## config.mk

```make
export PLATFORM = sky130hd
export DESIGN_NAME = ahb_byte_lane_strobe_gen
export DESIGN_NICKNAME = d
export VERILOG_FILES = /design/src/lane_pkg.sv /design/src/xfer_plan_if.sv /design/src/lane_map.sv /design/src/lane_permute.sv /design/src/ahb_byte_lane_strobe_gen.sv
export SDC_FILE = /design/constraint.sdc
export NUM_CORES = 1
export LEC_CHECK = 0
export BUFFER_PORTS_ARGS = -buffer_cell sky130_fd_sc_hd__buf_2
export CAP_MARGIN = 20
export CORE_MARGIN = 4
export CORE_UTILIZATION = 50
export CTS_BUF_LIST = sky130_fd_sc_hd__clkbuf_2
export DETAILED_ROUTE_END_ITERATION = 8
export PLACE_DENSITY = 0.79
export SYNTH_ARGS = -nofsm -noshare
export SYNTH_HDL_FRONTEND = slang
export SYNTH_SLANG_ARGS = --single-unit
```

## constraint.sdc

```tcl
create_clock -name mclk -period 4 [get_ports mclk]
set_input_delay 0.8 -clock mclk [delete_from_list [all_inputs] [get_ports mclk]]
set_output_delay 0.8 -clock mclk [all_outputs]
set_load 0.01 [all_outputs]
```

## src/lane_pkg.sv

```systemverilog
// Purpose: shared types, constants and lane helpers for strobe generation
// Assumes: 64-bit data bus, eight byte lanes, byte offset in addr[2:0]
// Notes:   helpers are pure functions used by planner, top and checks
package lane_pkg;

  typedef enum logic [1:0] {
    SZ_BYTE  = 2'h0,
    SZ_HALF  = 2'h1,
    SZ_WORD  = 2'h2,
    SZ_DWORD = 2'h3
  } size_e;

  typedef enum logic [2:0] {
    ST_IDLE  = 3'h0,
    ST_ADDR1 = 3'h1,
    ST_ADDR2 = 3'h3,
    ST_DATA2 = 3'h2,
    ST_DATA1 = 3'h5
  } state_e;

  localparam logic [1:0]  HTRANS_IDLE   = 2'h0;
  localparam logic [1:0]  HTRANS_NONSEQ = 2'h2;
  localparam logic [2:0]  DW_BASE_OFF   = 3'h0;
  localparam logic [28:0] DW_STEP       = 29'h1;
  localparam logic [31:0] ADDR_RST      = 32'h0;
  localparam logic [63:0] DATA_RST      = 64'h0;
  localparam logic [7:0]  LANE_RST      = 8'h0;

  // strobes that size and low address imply, on a 16-lane span
  function automatic logic [15:0] span_mask(size_e sz, logic [2:0] off);
    logic [15:0] ones;
    case (sz)
      SZ_BYTE: ones = 16'h0001;
      SZ_HALF: ones = 16'h0003;
      SZ_WORD: ones = 16'h000F;
      default: ones = 16'h00FF;
    endcase
    span_mask = ones << off;
  endfunction : span_mask

  // smallest aligned power-of-two container holding lanes lo..hi
  function automatic size_e container(logic [2:0] lo, logic [2:0] hi);
    if (lo == hi)
      container = SZ_BYTE;
    else if (lo[2:1] == hi[2:1])
      container = SZ_HALF;
    else if (lo[2] == hi[2])
      container = SZ_WORD;
    else
      container = SZ_DWORD;
  endfunction : container

endpackage : lane_pkg

```

## src/xfer_plan_if.sv

```systemverilog
// Purpose: carries an access and its per-transfer lane plan
// Assumes: combinational planner, consumer registers the results
// Notes:   user drives offset and size, planner answers
`timescale 1ns/1ps
interface xfer_plan_if;
  logic            [2:0] off;
  lane_pkg::size_e       size;
  logic                  split;
  logic            [7:0] first_strb;
  logic            [7:0] second_strb;
  lane_pkg::size_e       first_hsize;
  lane_pkg::size_e       second_hsize;
  logic                  first_unalign;
  logic                  second_unalign;

  modport planner (input off, size, output split, first_strb, second_strb,
                   first_hsize, second_hsize, first_unalign, second_unalign);
  modport user (output off, size, input split, first_strb, second_strb,
                first_hsize, second_hsize, first_unalign, second_unalign);
endinterface : xfer_plan_if

```

## src/lane_map.sv

```systemverilog
// Purpose: strobes, size code and misaligned flag for both transfers
// Assumes: offset and size stable while the plan is read
// Notes:   purely combinational, no state
`timescale 1ns/1ps
module lane_map (
  xfer_plan_if.planner pl
);
  import lane_pkg::*;

  logic [15:0] span;
  logic [3:0]  last;

  always_comb begin
    span = span_mask(pl.size, pl.off);
    last = {1'b0, pl.off} + ((4'h1 << pl.size) - 4'h1);
    pl.split = last[3];
    pl.first_strb = span[7:0];
    pl.second_strb = span[15:8];
    // crossing keeps the requested size, otherwise the container
    pl.first_hsize = last[3] ? pl.size : container(pl.off, last[2:0]);
    pl.second_hsize = container(DW_BASE_OFF, last[2:0]);
    pl.first_unalign = {8'h00, span[7:0]} != span_mask(pl.first_hsize, pl.off);
    pl.second_unalign = {8'h00, span[15:8]} != span_mask(pl.second_hsize, DW_BASE_OFF);
  end

endmodule : lane_map

```

## src/lane_permute.sv

```systemverilog
// Purpose: endian byte routing between register image and bus lanes
// Assumes: register value is right-justified, n bytes of the access
// Notes:   same lanes for both endian modes, only byte order differs
`timescale 1ns/1ps
module lane_permute (
  input  wire logic            [2:0]  off,
  input  wire lane_pkg::size_e        size,
  input  wire logic                   big_endian,
  input  wire logic            [63:0] reg_data,
  input  wire logic            [63:0] lo_data,
  input  wire logic            [63:0] hi_data,
  output logic                 [63:0] wdata_first,
  output logic                 [63:0] wdata_second,
  output logic                 [63:0] load_data
);
  import lane_pkg::*;

  logic [3:0] n;
  assign n = 4'h1 << size;

  for (genvar i = 0; i < 8; i++) begin : g_lane
    logic [3:0] k1;
    logic [3:0] k2;
    logic [3:0] r1;
    logic [3:0] r2;
    logic [3:0] kr;
    logic [3:0] pos;
    logic [7:0] wf;
    logic [7:0] ws;
    logic [7:0] ld;
    always_comb begin
      k1 = 4'(i) - {1'b0, off};
      k2 = 4'(i + 8) - {1'b0, off};
      // big-endian: most significant byte at the lowest address
      r1 = big_endian ? n - 4'h1 - k1 : k1;
      r2 = big_endian ? n - 4'h1 - k2 : k2;
      kr = big_endian ? n - 4'h1 - 4'(i) : 4'(i);
      pos = {1'b0, off} + kr;
      // idle lanes carry zero, a defined filler only
      wf = (k1 < n) ? reg_data[8*r1[2:0] +: 8] : 8'h00;
      ws = (k2 < n) ? reg_data[8*r2[2:0] +: 8] : 8'h00;
      if (4'(i) >= n)
        ld = 8'h00;
      else if (pos[3])
        ld = hi_data[8*pos[2:0] +: 8];
      else
        ld = lo_data[8*pos[2:0] +: 8];
    end
    assign wdata_first[8*i +: 8]  = wf;
    assign wdata_second[8*i +: 8] = ws;
    assign load_data[8*i +: 8]    = ld;
  end

endmodule : lane_permute

```

## src/ahb_byte_lane_strobe_gen.sv

```systemverilog
// Purpose: turns load/store requests into one or two AHB-Lite transfers
// Assumes: single outstanding request, no error response handling
// Notes:   request taken only while req_ready is high
//
// Functional notes
// - eight strobes mark exactly the bytes in the current transfer.
// - aligned transfers strobe exactly the bytes of size and low address.
// - misaligned strobes may cover a subset; slave selects bytes by strobes.
// - byte offset n uses data bits 8n+7:8n and strobe n.
// - accesses crossing a doubleword become two transfers, second at offset 0.
// - first transfer of a split keeps the original address.
// - first transfer of a split keeps the requested size code.
// - unsplit misaligned access uses the smallest aligned container size.
// - strobed lanes match for both endians; bytes are permuted inside.
// - unstrobed lanes carry defined filler; receiver ignores them.
// - half at 7: lane 7 half flagged, then lane 0 byte unflagged.
// - word at 5: lanes 5-7 word flagged, then lane 0 byte unflagged.
// - dword at 3: lanes 3-7 flagged, then lanes 0-2 word flagged.
// - dword at 4: lanes 4-7 flagged, then lanes 0-3 word unflagged.
// - dword at 7: lane 7 flagged, then lanes 0-6 dword flagged.
// - stores place bytes by endianness, big-endian MSB at lowest address.
// - size code byte 00, half 01, word 10, doubleword 11.
// - misaligned flag rises when strobes differ from size and address.
`timescale 1ns/1ps
module ahb_byte_lane_strobe_gen (
  input  wire logic            mclk,
  input  wire logic            rst,
  input  wire logic            req_valid,
  input  wire logic     [31:0] req_addr,
  input  wire lane_pkg::size_e req_size,
  input  wire logic            req_write,
  input  wire logic            req_big_endian,
  input  wire logic     [63:0] req_wdata,
  output logic                 req_ready,
  output logic                 resp_valid,
  output logic          [63:0] resp_rdata,
  output logic          [31:0] haddr,
  output lane_pkg::size_e      hsize,
  output logic           [1:0] htrans,
  output logic                 hwrite,
  output logic           [7:0] hbstrb,
  output logic                 hunalign,
  output logic          [63:0] hwdata,
  input  wire logic            hready,
  input  wire logic     [63:0] hrdata
);
  import lane_pkg::*;

  state_e      state;
  state_e      next_state;
  logic [31:0] acc_addr;
  logic [31:0] next_acc_addr;
  size_e       acc_size;
  size_e       next_acc_size;
  logic        acc_be;
  logic        next_acc_be;
  logic [63:0] acc_wdata;
  logic [63:0] next_acc_wdata;
  logic        split;
  logic        next_split;
  logic [63:0] lo_reg;
  logic [63:0] next_lo_reg;
  logic        next_req_ready;
  logic        next_resp_valid;
  logic [63:0] next_resp_rdata;
  logic [31:0] next_haddr;
  size_e       next_hsize;
  logic [1:0]  next_htrans;
  logic        next_hwrite;
  logic [7:0]  next_hbstrb;
  logic        next_hunalign;
  logic [63:0] next_hwdata;

  logic [63:0] wdata_first;
  logic [63:0] wdata_second;
  logic [63:0] load_data;
  logic [63:0] lo_data;

  xfer_plan_if pl ();

  // idle plans the incoming request, later states the held one
  assign pl.off  = (state == ST_IDLE) ? req_addr[2:0] : acc_addr[2:0];
  assign pl.size = (state == ST_IDLE) ? req_size : acc_size;

  lane_map u_map (
    .pl (pl)
  );

  // an unsplit read finishes with its lanes still on hrdata
  assign lo_data = (state == ST_DATA2) ? lo_reg : hrdata;

  lane_permute u_permute (
    .off          (acc_addr[2:0]),
    .size         (acc_size),
    .big_endian   (acc_be),
    .reg_data     (acc_wdata),
    .lo_data      (lo_data),
    .hi_data      (hrdata),
    .wdata_first  (wdata_first),
    .wdata_second (wdata_second),
    .load_data    (load_data)
  );

  always_comb begin
    next_state      = state;
    next_acc_addr   = acc_addr;
    next_acc_size   = acc_size;
    next_acc_be     = acc_be;
    next_acc_wdata  = acc_wdata;
    next_split      = split;
    next_lo_reg     = lo_reg;
    next_req_ready  = req_ready;
    next_resp_valid = 1'b0;
    next_resp_rdata = resp_rdata;
    next_haddr      = haddr;
    next_hsize      = hsize;
    next_htrans     = htrans;
    next_hwrite     = hwrite;
    next_hbstrb     = hbstrb;
    next_hunalign   = hunalign;
    next_hwdata     = hwdata;
    case (state)
      ST_IDLE: begin
        if (req_valid) begin
          next_acc_addr  = req_addr;
          next_acc_size  = req_size;
          next_acc_be    = req_big_endian;
          next_acc_wdata = req_wdata;
          next_split     = pl.split;
          next_req_ready = 1'b0;
          next_haddr     = req_addr;
          next_hsize     = pl.first_hsize;
          next_hbstrb    = pl.first_strb;
          next_hunalign  = pl.first_unalign;
          next_htrans    = HTRANS_NONSEQ;
          next_hwrite    = req_write;
          next_state     = ST_ADDR1;
        end
      end
      ST_ADDR1: begin
        if (hready) begin
          next_hwdata = wdata_first;
          if (split) begin
            // second address only once the first one is taken
            next_haddr    = {acc_addr[31:3] + DW_STEP, DW_BASE_OFF};
            next_hsize    = pl.second_hsize;
            next_hbstrb   = pl.second_strb;
            next_hunalign = pl.second_unalign;
            next_state    = ST_ADDR2;
          end else begin
            next_htrans = HTRANS_IDLE;
            next_state  = ST_DATA1;
          end
        end
      end
      ST_ADDR2: begin
        if (hready) begin
          next_lo_reg = hrdata;
          next_hwdata = wdata_second;
          next_htrans = HTRANS_IDLE;
          next_state  = ST_DATA2;
        end
      end
      ST_DATA1, ST_DATA2: begin
        if (hready) begin
          next_resp_valid = 1'b1;
          next_resp_rdata = load_data;
          next_req_ready  = 1'b1;
          next_state      = ST_IDLE;
        end
      end
      default: begin
        next_state     = ST_IDLE;
        next_htrans    = HTRANS_IDLE;
        next_req_ready = 1'b1;
      end
    endcase
  end

  always_ff @(posedge mclk) begin
    if (rst) begin
      state      <= ST_IDLE;
      acc_addr   <= ADDR_RST;
      acc_size   <= SZ_BYTE;
      acc_be     <= 1'b0;
      acc_wdata  <= DATA_RST;
      split      <= 1'b0;
      lo_reg     <= DATA_RST;
      req_ready  <= 1'b1;
      resp_valid <= 1'b0;
      resp_rdata <= DATA_RST;
      haddr      <= ADDR_RST;
      hsize      <= SZ_BYTE;
      htrans     <= HTRANS_IDLE;
      hwrite     <= 1'b0;
      hbstrb     <= LANE_RST;
      hunalign   <= 1'b0;
      hwdata     <= DATA_RST;
    end else begin
      state      <= next_state;
      acc_addr   <= next_acc_addr;
      acc_size   <= next_acc_size;
      acc_be     <= next_acc_be;
      acc_wdata  <= next_acc_wdata;
      split      <= next_split;
      lo_reg     <= next_lo_reg;
      req_ready  <= next_req_ready;
      resp_valid <= next_resp_valid;
      resp_rdata <= next_resp_rdata;
      haddr      <= next_haddr;
      hsize      <= next_hsize;
      htrans     <= next_htrans;
      hwrite     <= next_hwrite;
      hbstrb     <= next_hbstrb;
      hunalign   <= next_hunalign;
      hwdata     <= next_hwdata;
    end
  end

  // checks, helper logic read only by them
  logic [15:0] span_acc;
  logic        aligned_acc;
  assign span_acc    = span_mask(acc_size, acc_addr[2:0]);
  // alignment mask is bytes minus one, not the lane pattern
  assign aligned_acc = (acc_addr[2:0] & 3'((4'h1 << acc_size) - 4'h1)) == 3'h0;
endmodule : ahb_byte_lane_strobe_gen

```

==> impl_metrics.py <==
metrics = {
    "run_status": {
        "outcome": "finished, final reports clean",
    },
    "synth": {
        "synthArstFlopShare": 0,
        "synth_warnings": 0,
        "synth_top_area_cell": "dfxtp_1",
        "synth-edff-count": 0,
        "synth_ff_type": "dfxtp_1",
        "postSynthCellCount": 2682,
        "syn_avg_cell_area_um2": 9.72,
        "synth_seq_cells": 342,
        "ys_top_cells_by_area": "dfxtp_1, mux4_2, mux2i_1",
        "synth_nets": 2923,
        "ys_types": 69,
        "synth_top_area_frac": 0.263,
        "synth_area_um2": 26100,
        "seq_area_frac_synth": 0.263,
    },
    "routing": {
        "dr.pass1.iters": 6,
        "routed_wl_um": 93600,
        "via_count": 25600,
        "drc": 0,
        "ant_nets": 0,
        "wire_per_inst_um": 23.6,
        "viasPerCell": 6.48,
        "first_iter_violations": 2725,
    },
    "critical_path": {
        "path_class": "reg -> reg",
        "worstReg2RegStart": "acc_size[0]",
        "endpoint_kind": "flop",
        "start_kind": "flop",
        "timing.rr.end": "resp_rdata[34]",
        "cpPeakStageDelay_ns": 0.41,
        "reg2reg_depth": 16,
        "path_cells": "inv_1 -> ha_1 -> inv_1 -> ha_1 -> inv_1 -> nand2_1 -> inv_1 -> ha_1 -> o21bai_1 -> a21oi_1 -> xnor2_2 -> buf_4 -> buf_6 -> mux4_2 -> mux2i_1 -> o211ai_1",
        "worst-path-max-fanout": 19,
        "crit_path_start": "acc_size[0]",
        "path_common_cell": "inv_1",
        "crit_arrival_ns": 4.80,
        "cp_slowest_cell": "ha_1",
        "required_ns": 4.94,
        "ff2ff_setup_slack_ns": 0.14,
    },
    "die": {
        "die_width_um": 236,
        "io_pins": 344,
        "fp.coreArea_um2": 51500,
        "die_h_um": 236,
        "dieArea_um2": 55800,
        "fp-row-count": 83,
        "start_util": 0.506,
    },
    "timing": {
        "tns_ns": 0,
        "rsz0062_at_grt": "false",
        "fmax_ghz": 0.259,
        "setup_viol": 0,
        "finalMaxSlewViolations": 0,
        "min_period_over_period": 0.965,
        "fin_skew_ns": 0.166,
        "min_period_ns": 3.86,
        "max_slew.worst_pin.slew_ns": 1.05,
        "setup_ws_ns": 0.138,
        "finalHoldViolCount": 0,
        "relSlewSlack": 0.300,
    },
    "worst_hold_path": {
        "hold_class": "in -> reg",
        "hold_path_end": "state[2]",
        "min_path_cells": 3,
        "hp-start": "hready",
    },
    "run": {
        "maxCapViolations": 0,
    },
    "place": {
        "dpl_cell_area_um2": 29100,
        "io_buffers": 342,
        "place_ws_ns": 0.0419,
        "place_congestion": 0.985,
        "place_hpwl_um": 63800,
    },
    "cells_and_area": {
        "design_area_um2": 31700,
        "nets": 3439,
        "n_fill_cell": 4207,
        "syn2layout_area_growth_pct": 21.6,
        "drive_above_1_share": 0.319,
    },
    "clock_tree": {
        "path_clk_slew_ns": 0.12,
        "post_cts_buffers": 0,
        "cts-buffers-inserted": 94,
        "cts-root-buf": "clkbuf_2",
        "cts.sinks": 342,
        "clock_latency_ns": 1.23,
        "cts_buffer_depth": 3,
        "htreeDepth": 3,
        "cts_tree": "done",
    },
    "grt": {
        "grt.overflow.total": 0,
        "grt_max_degree": 103,
        "grt_pass1_wl_um": 144000,
        "antenna_found_initial": 5,
        "grt_pass1_vias": 25000,
        "grt_usage": 0.321,
    },
    "power": {
        "peakVddDrop_uv": 219,
        "power.density_nw_per_um2": 336,
        "cellLeakagePower_nw": 13.2,
    },
}
-- metrics by stage --
stage          utilization  cells  power [mW]  hold WS [ns]
4_1_cts              0.614   3949        10.6       0.00366
3_5_place_dp         0.565   3613        7.90         0.446
2_1_floorplan            -   2682        6.61         0.434
5_1_grt              0.615   3955        11.1        0.0787
3_3_place_gp         0.565   3613        7.79         0.440
6_report             0.615   3958        10.7        0.0840
-- kinds of logic after synthesis --
kind of cell    synth area share
buf+inv                   0.0423
compound gates             0.140
flops                      0.263
simple gates               0.124
other cells             0.000144
xor+xnor                  0.0205
fa+ha+maj                 0.0391
mux                        0.371
-- cells in the final DEF (no fill, tap or decap), types with 14 or more instances in the layout --
cell type / n
nor2_1: 169
mux2_2: 40
ha_1: 61
dlygate4sd3_1: 166
o211ai_1: 34
nand3_1: 23
buf_12: 18
mux2i_1: 185
buf_4: 100
xor2_1: 21
clkbuf_2: 135
dfxtp_1: 339
clkinv_1: 24
or3_1: 14
nor3_1: 30
a22oi_1: 41
xnor2_1: 26
o21ai_1: 41
inv_1: 51
mux2_4: 58
mux4_2: 288
a2bb2oi_1: 26
a21oi_1: 294
a211oi_1: 23
o21ai_0: 19
nand2_1: 476
buf_2: 341
a22o_1: 40
-- power breakdown --
part           total, mW  internal (mW)  switching, mW  leakage, nW
clock               2.56          0.917           1.64        0.635
sequential          3.70           3.55          0.151         2.78
combinational       4.40           2.07           2.33         9.82
total               10.7           6.53           4.12         13.2
-- how the worst max path moves through the flow --
stage                          end  slack (ns)  cells past startpoint
floorplan                 hunalign       0.003                     14
global placement          hunalign        0.09                     15
detailed placement        hunalign        0.04                     16
CTS                 resp_rdata[34]        0.05                     15
global route              hunalign       0.008                     16
finish              resp_rdata[34]        0.14                     16
-- Yosys cell counts, types with 12 or more instances --
master,number
a211oi_1,23
a21o_1,12
a21oi_1,296
a22o_1,40
a22oi_1,42
a2bb2oi_1,26
buf_1,14
buf_2,25
clkbuf_1,153
dfxtp_1,342
ha_1,63
inv_1,52
mux2_2,40
mux2_4,58
mux2i_1,186
mux4_2,288
nand2_1,480
nand3_1,23
nor2_1,170
nor3_1,31
o211ai_1,34
o21ai_0,20
o21ai_1,42
or3_1,14
xnor2_1,33
xor2_1,28
-- final cells by class --
class                      instances  area [um^2]  share of cell area
antenna                            6         15.0            0.000474
inverter                          53          199             0.00628
multi-input combinational       2079        18400               0.581
sequential                       342         6850               0.216
tap                              680          851              0.0269
clock buffer                     135          676              0.0213
timing repair buffer             628         4530               0.143
clock inverter                    35          151             0.00478
-- worst max-delay path, delay by kind of cell, from the launching register on --
family | cells | cell delay [ns]
mux | 2 | 0.63
simple gates | 1 | 0.15
flops | 1 | 0.40
compound gates | 3 | 0.56
xor+xnor | 1 | 0.14
fa+ha+maj | 3 | 0.83
buf+inv | 6 | 0.96
-- layer usage --
metal  global-route usage  vias to the layer above  share of wire
met4                0.169                        2          0.057
met2                0.502                     1798           0.46
li1                     -                    11100              -
met3               0.0905                      323           0.12
met5                    0                        -        0.00016
met1                0.406                    12400           0.36
-- repair_timing --
| action | 4_1_cts | 5_1_grt |
|---|---|---|
| resized for setup | 0 | 7 |
| hold buffers | 166 | 0 |
| hold endpoints to repair | 168 | 0 |
| endpoints found under the setup margin | 0 | 22 |
No activity file was read; power rests on OpenSTA's default activity.
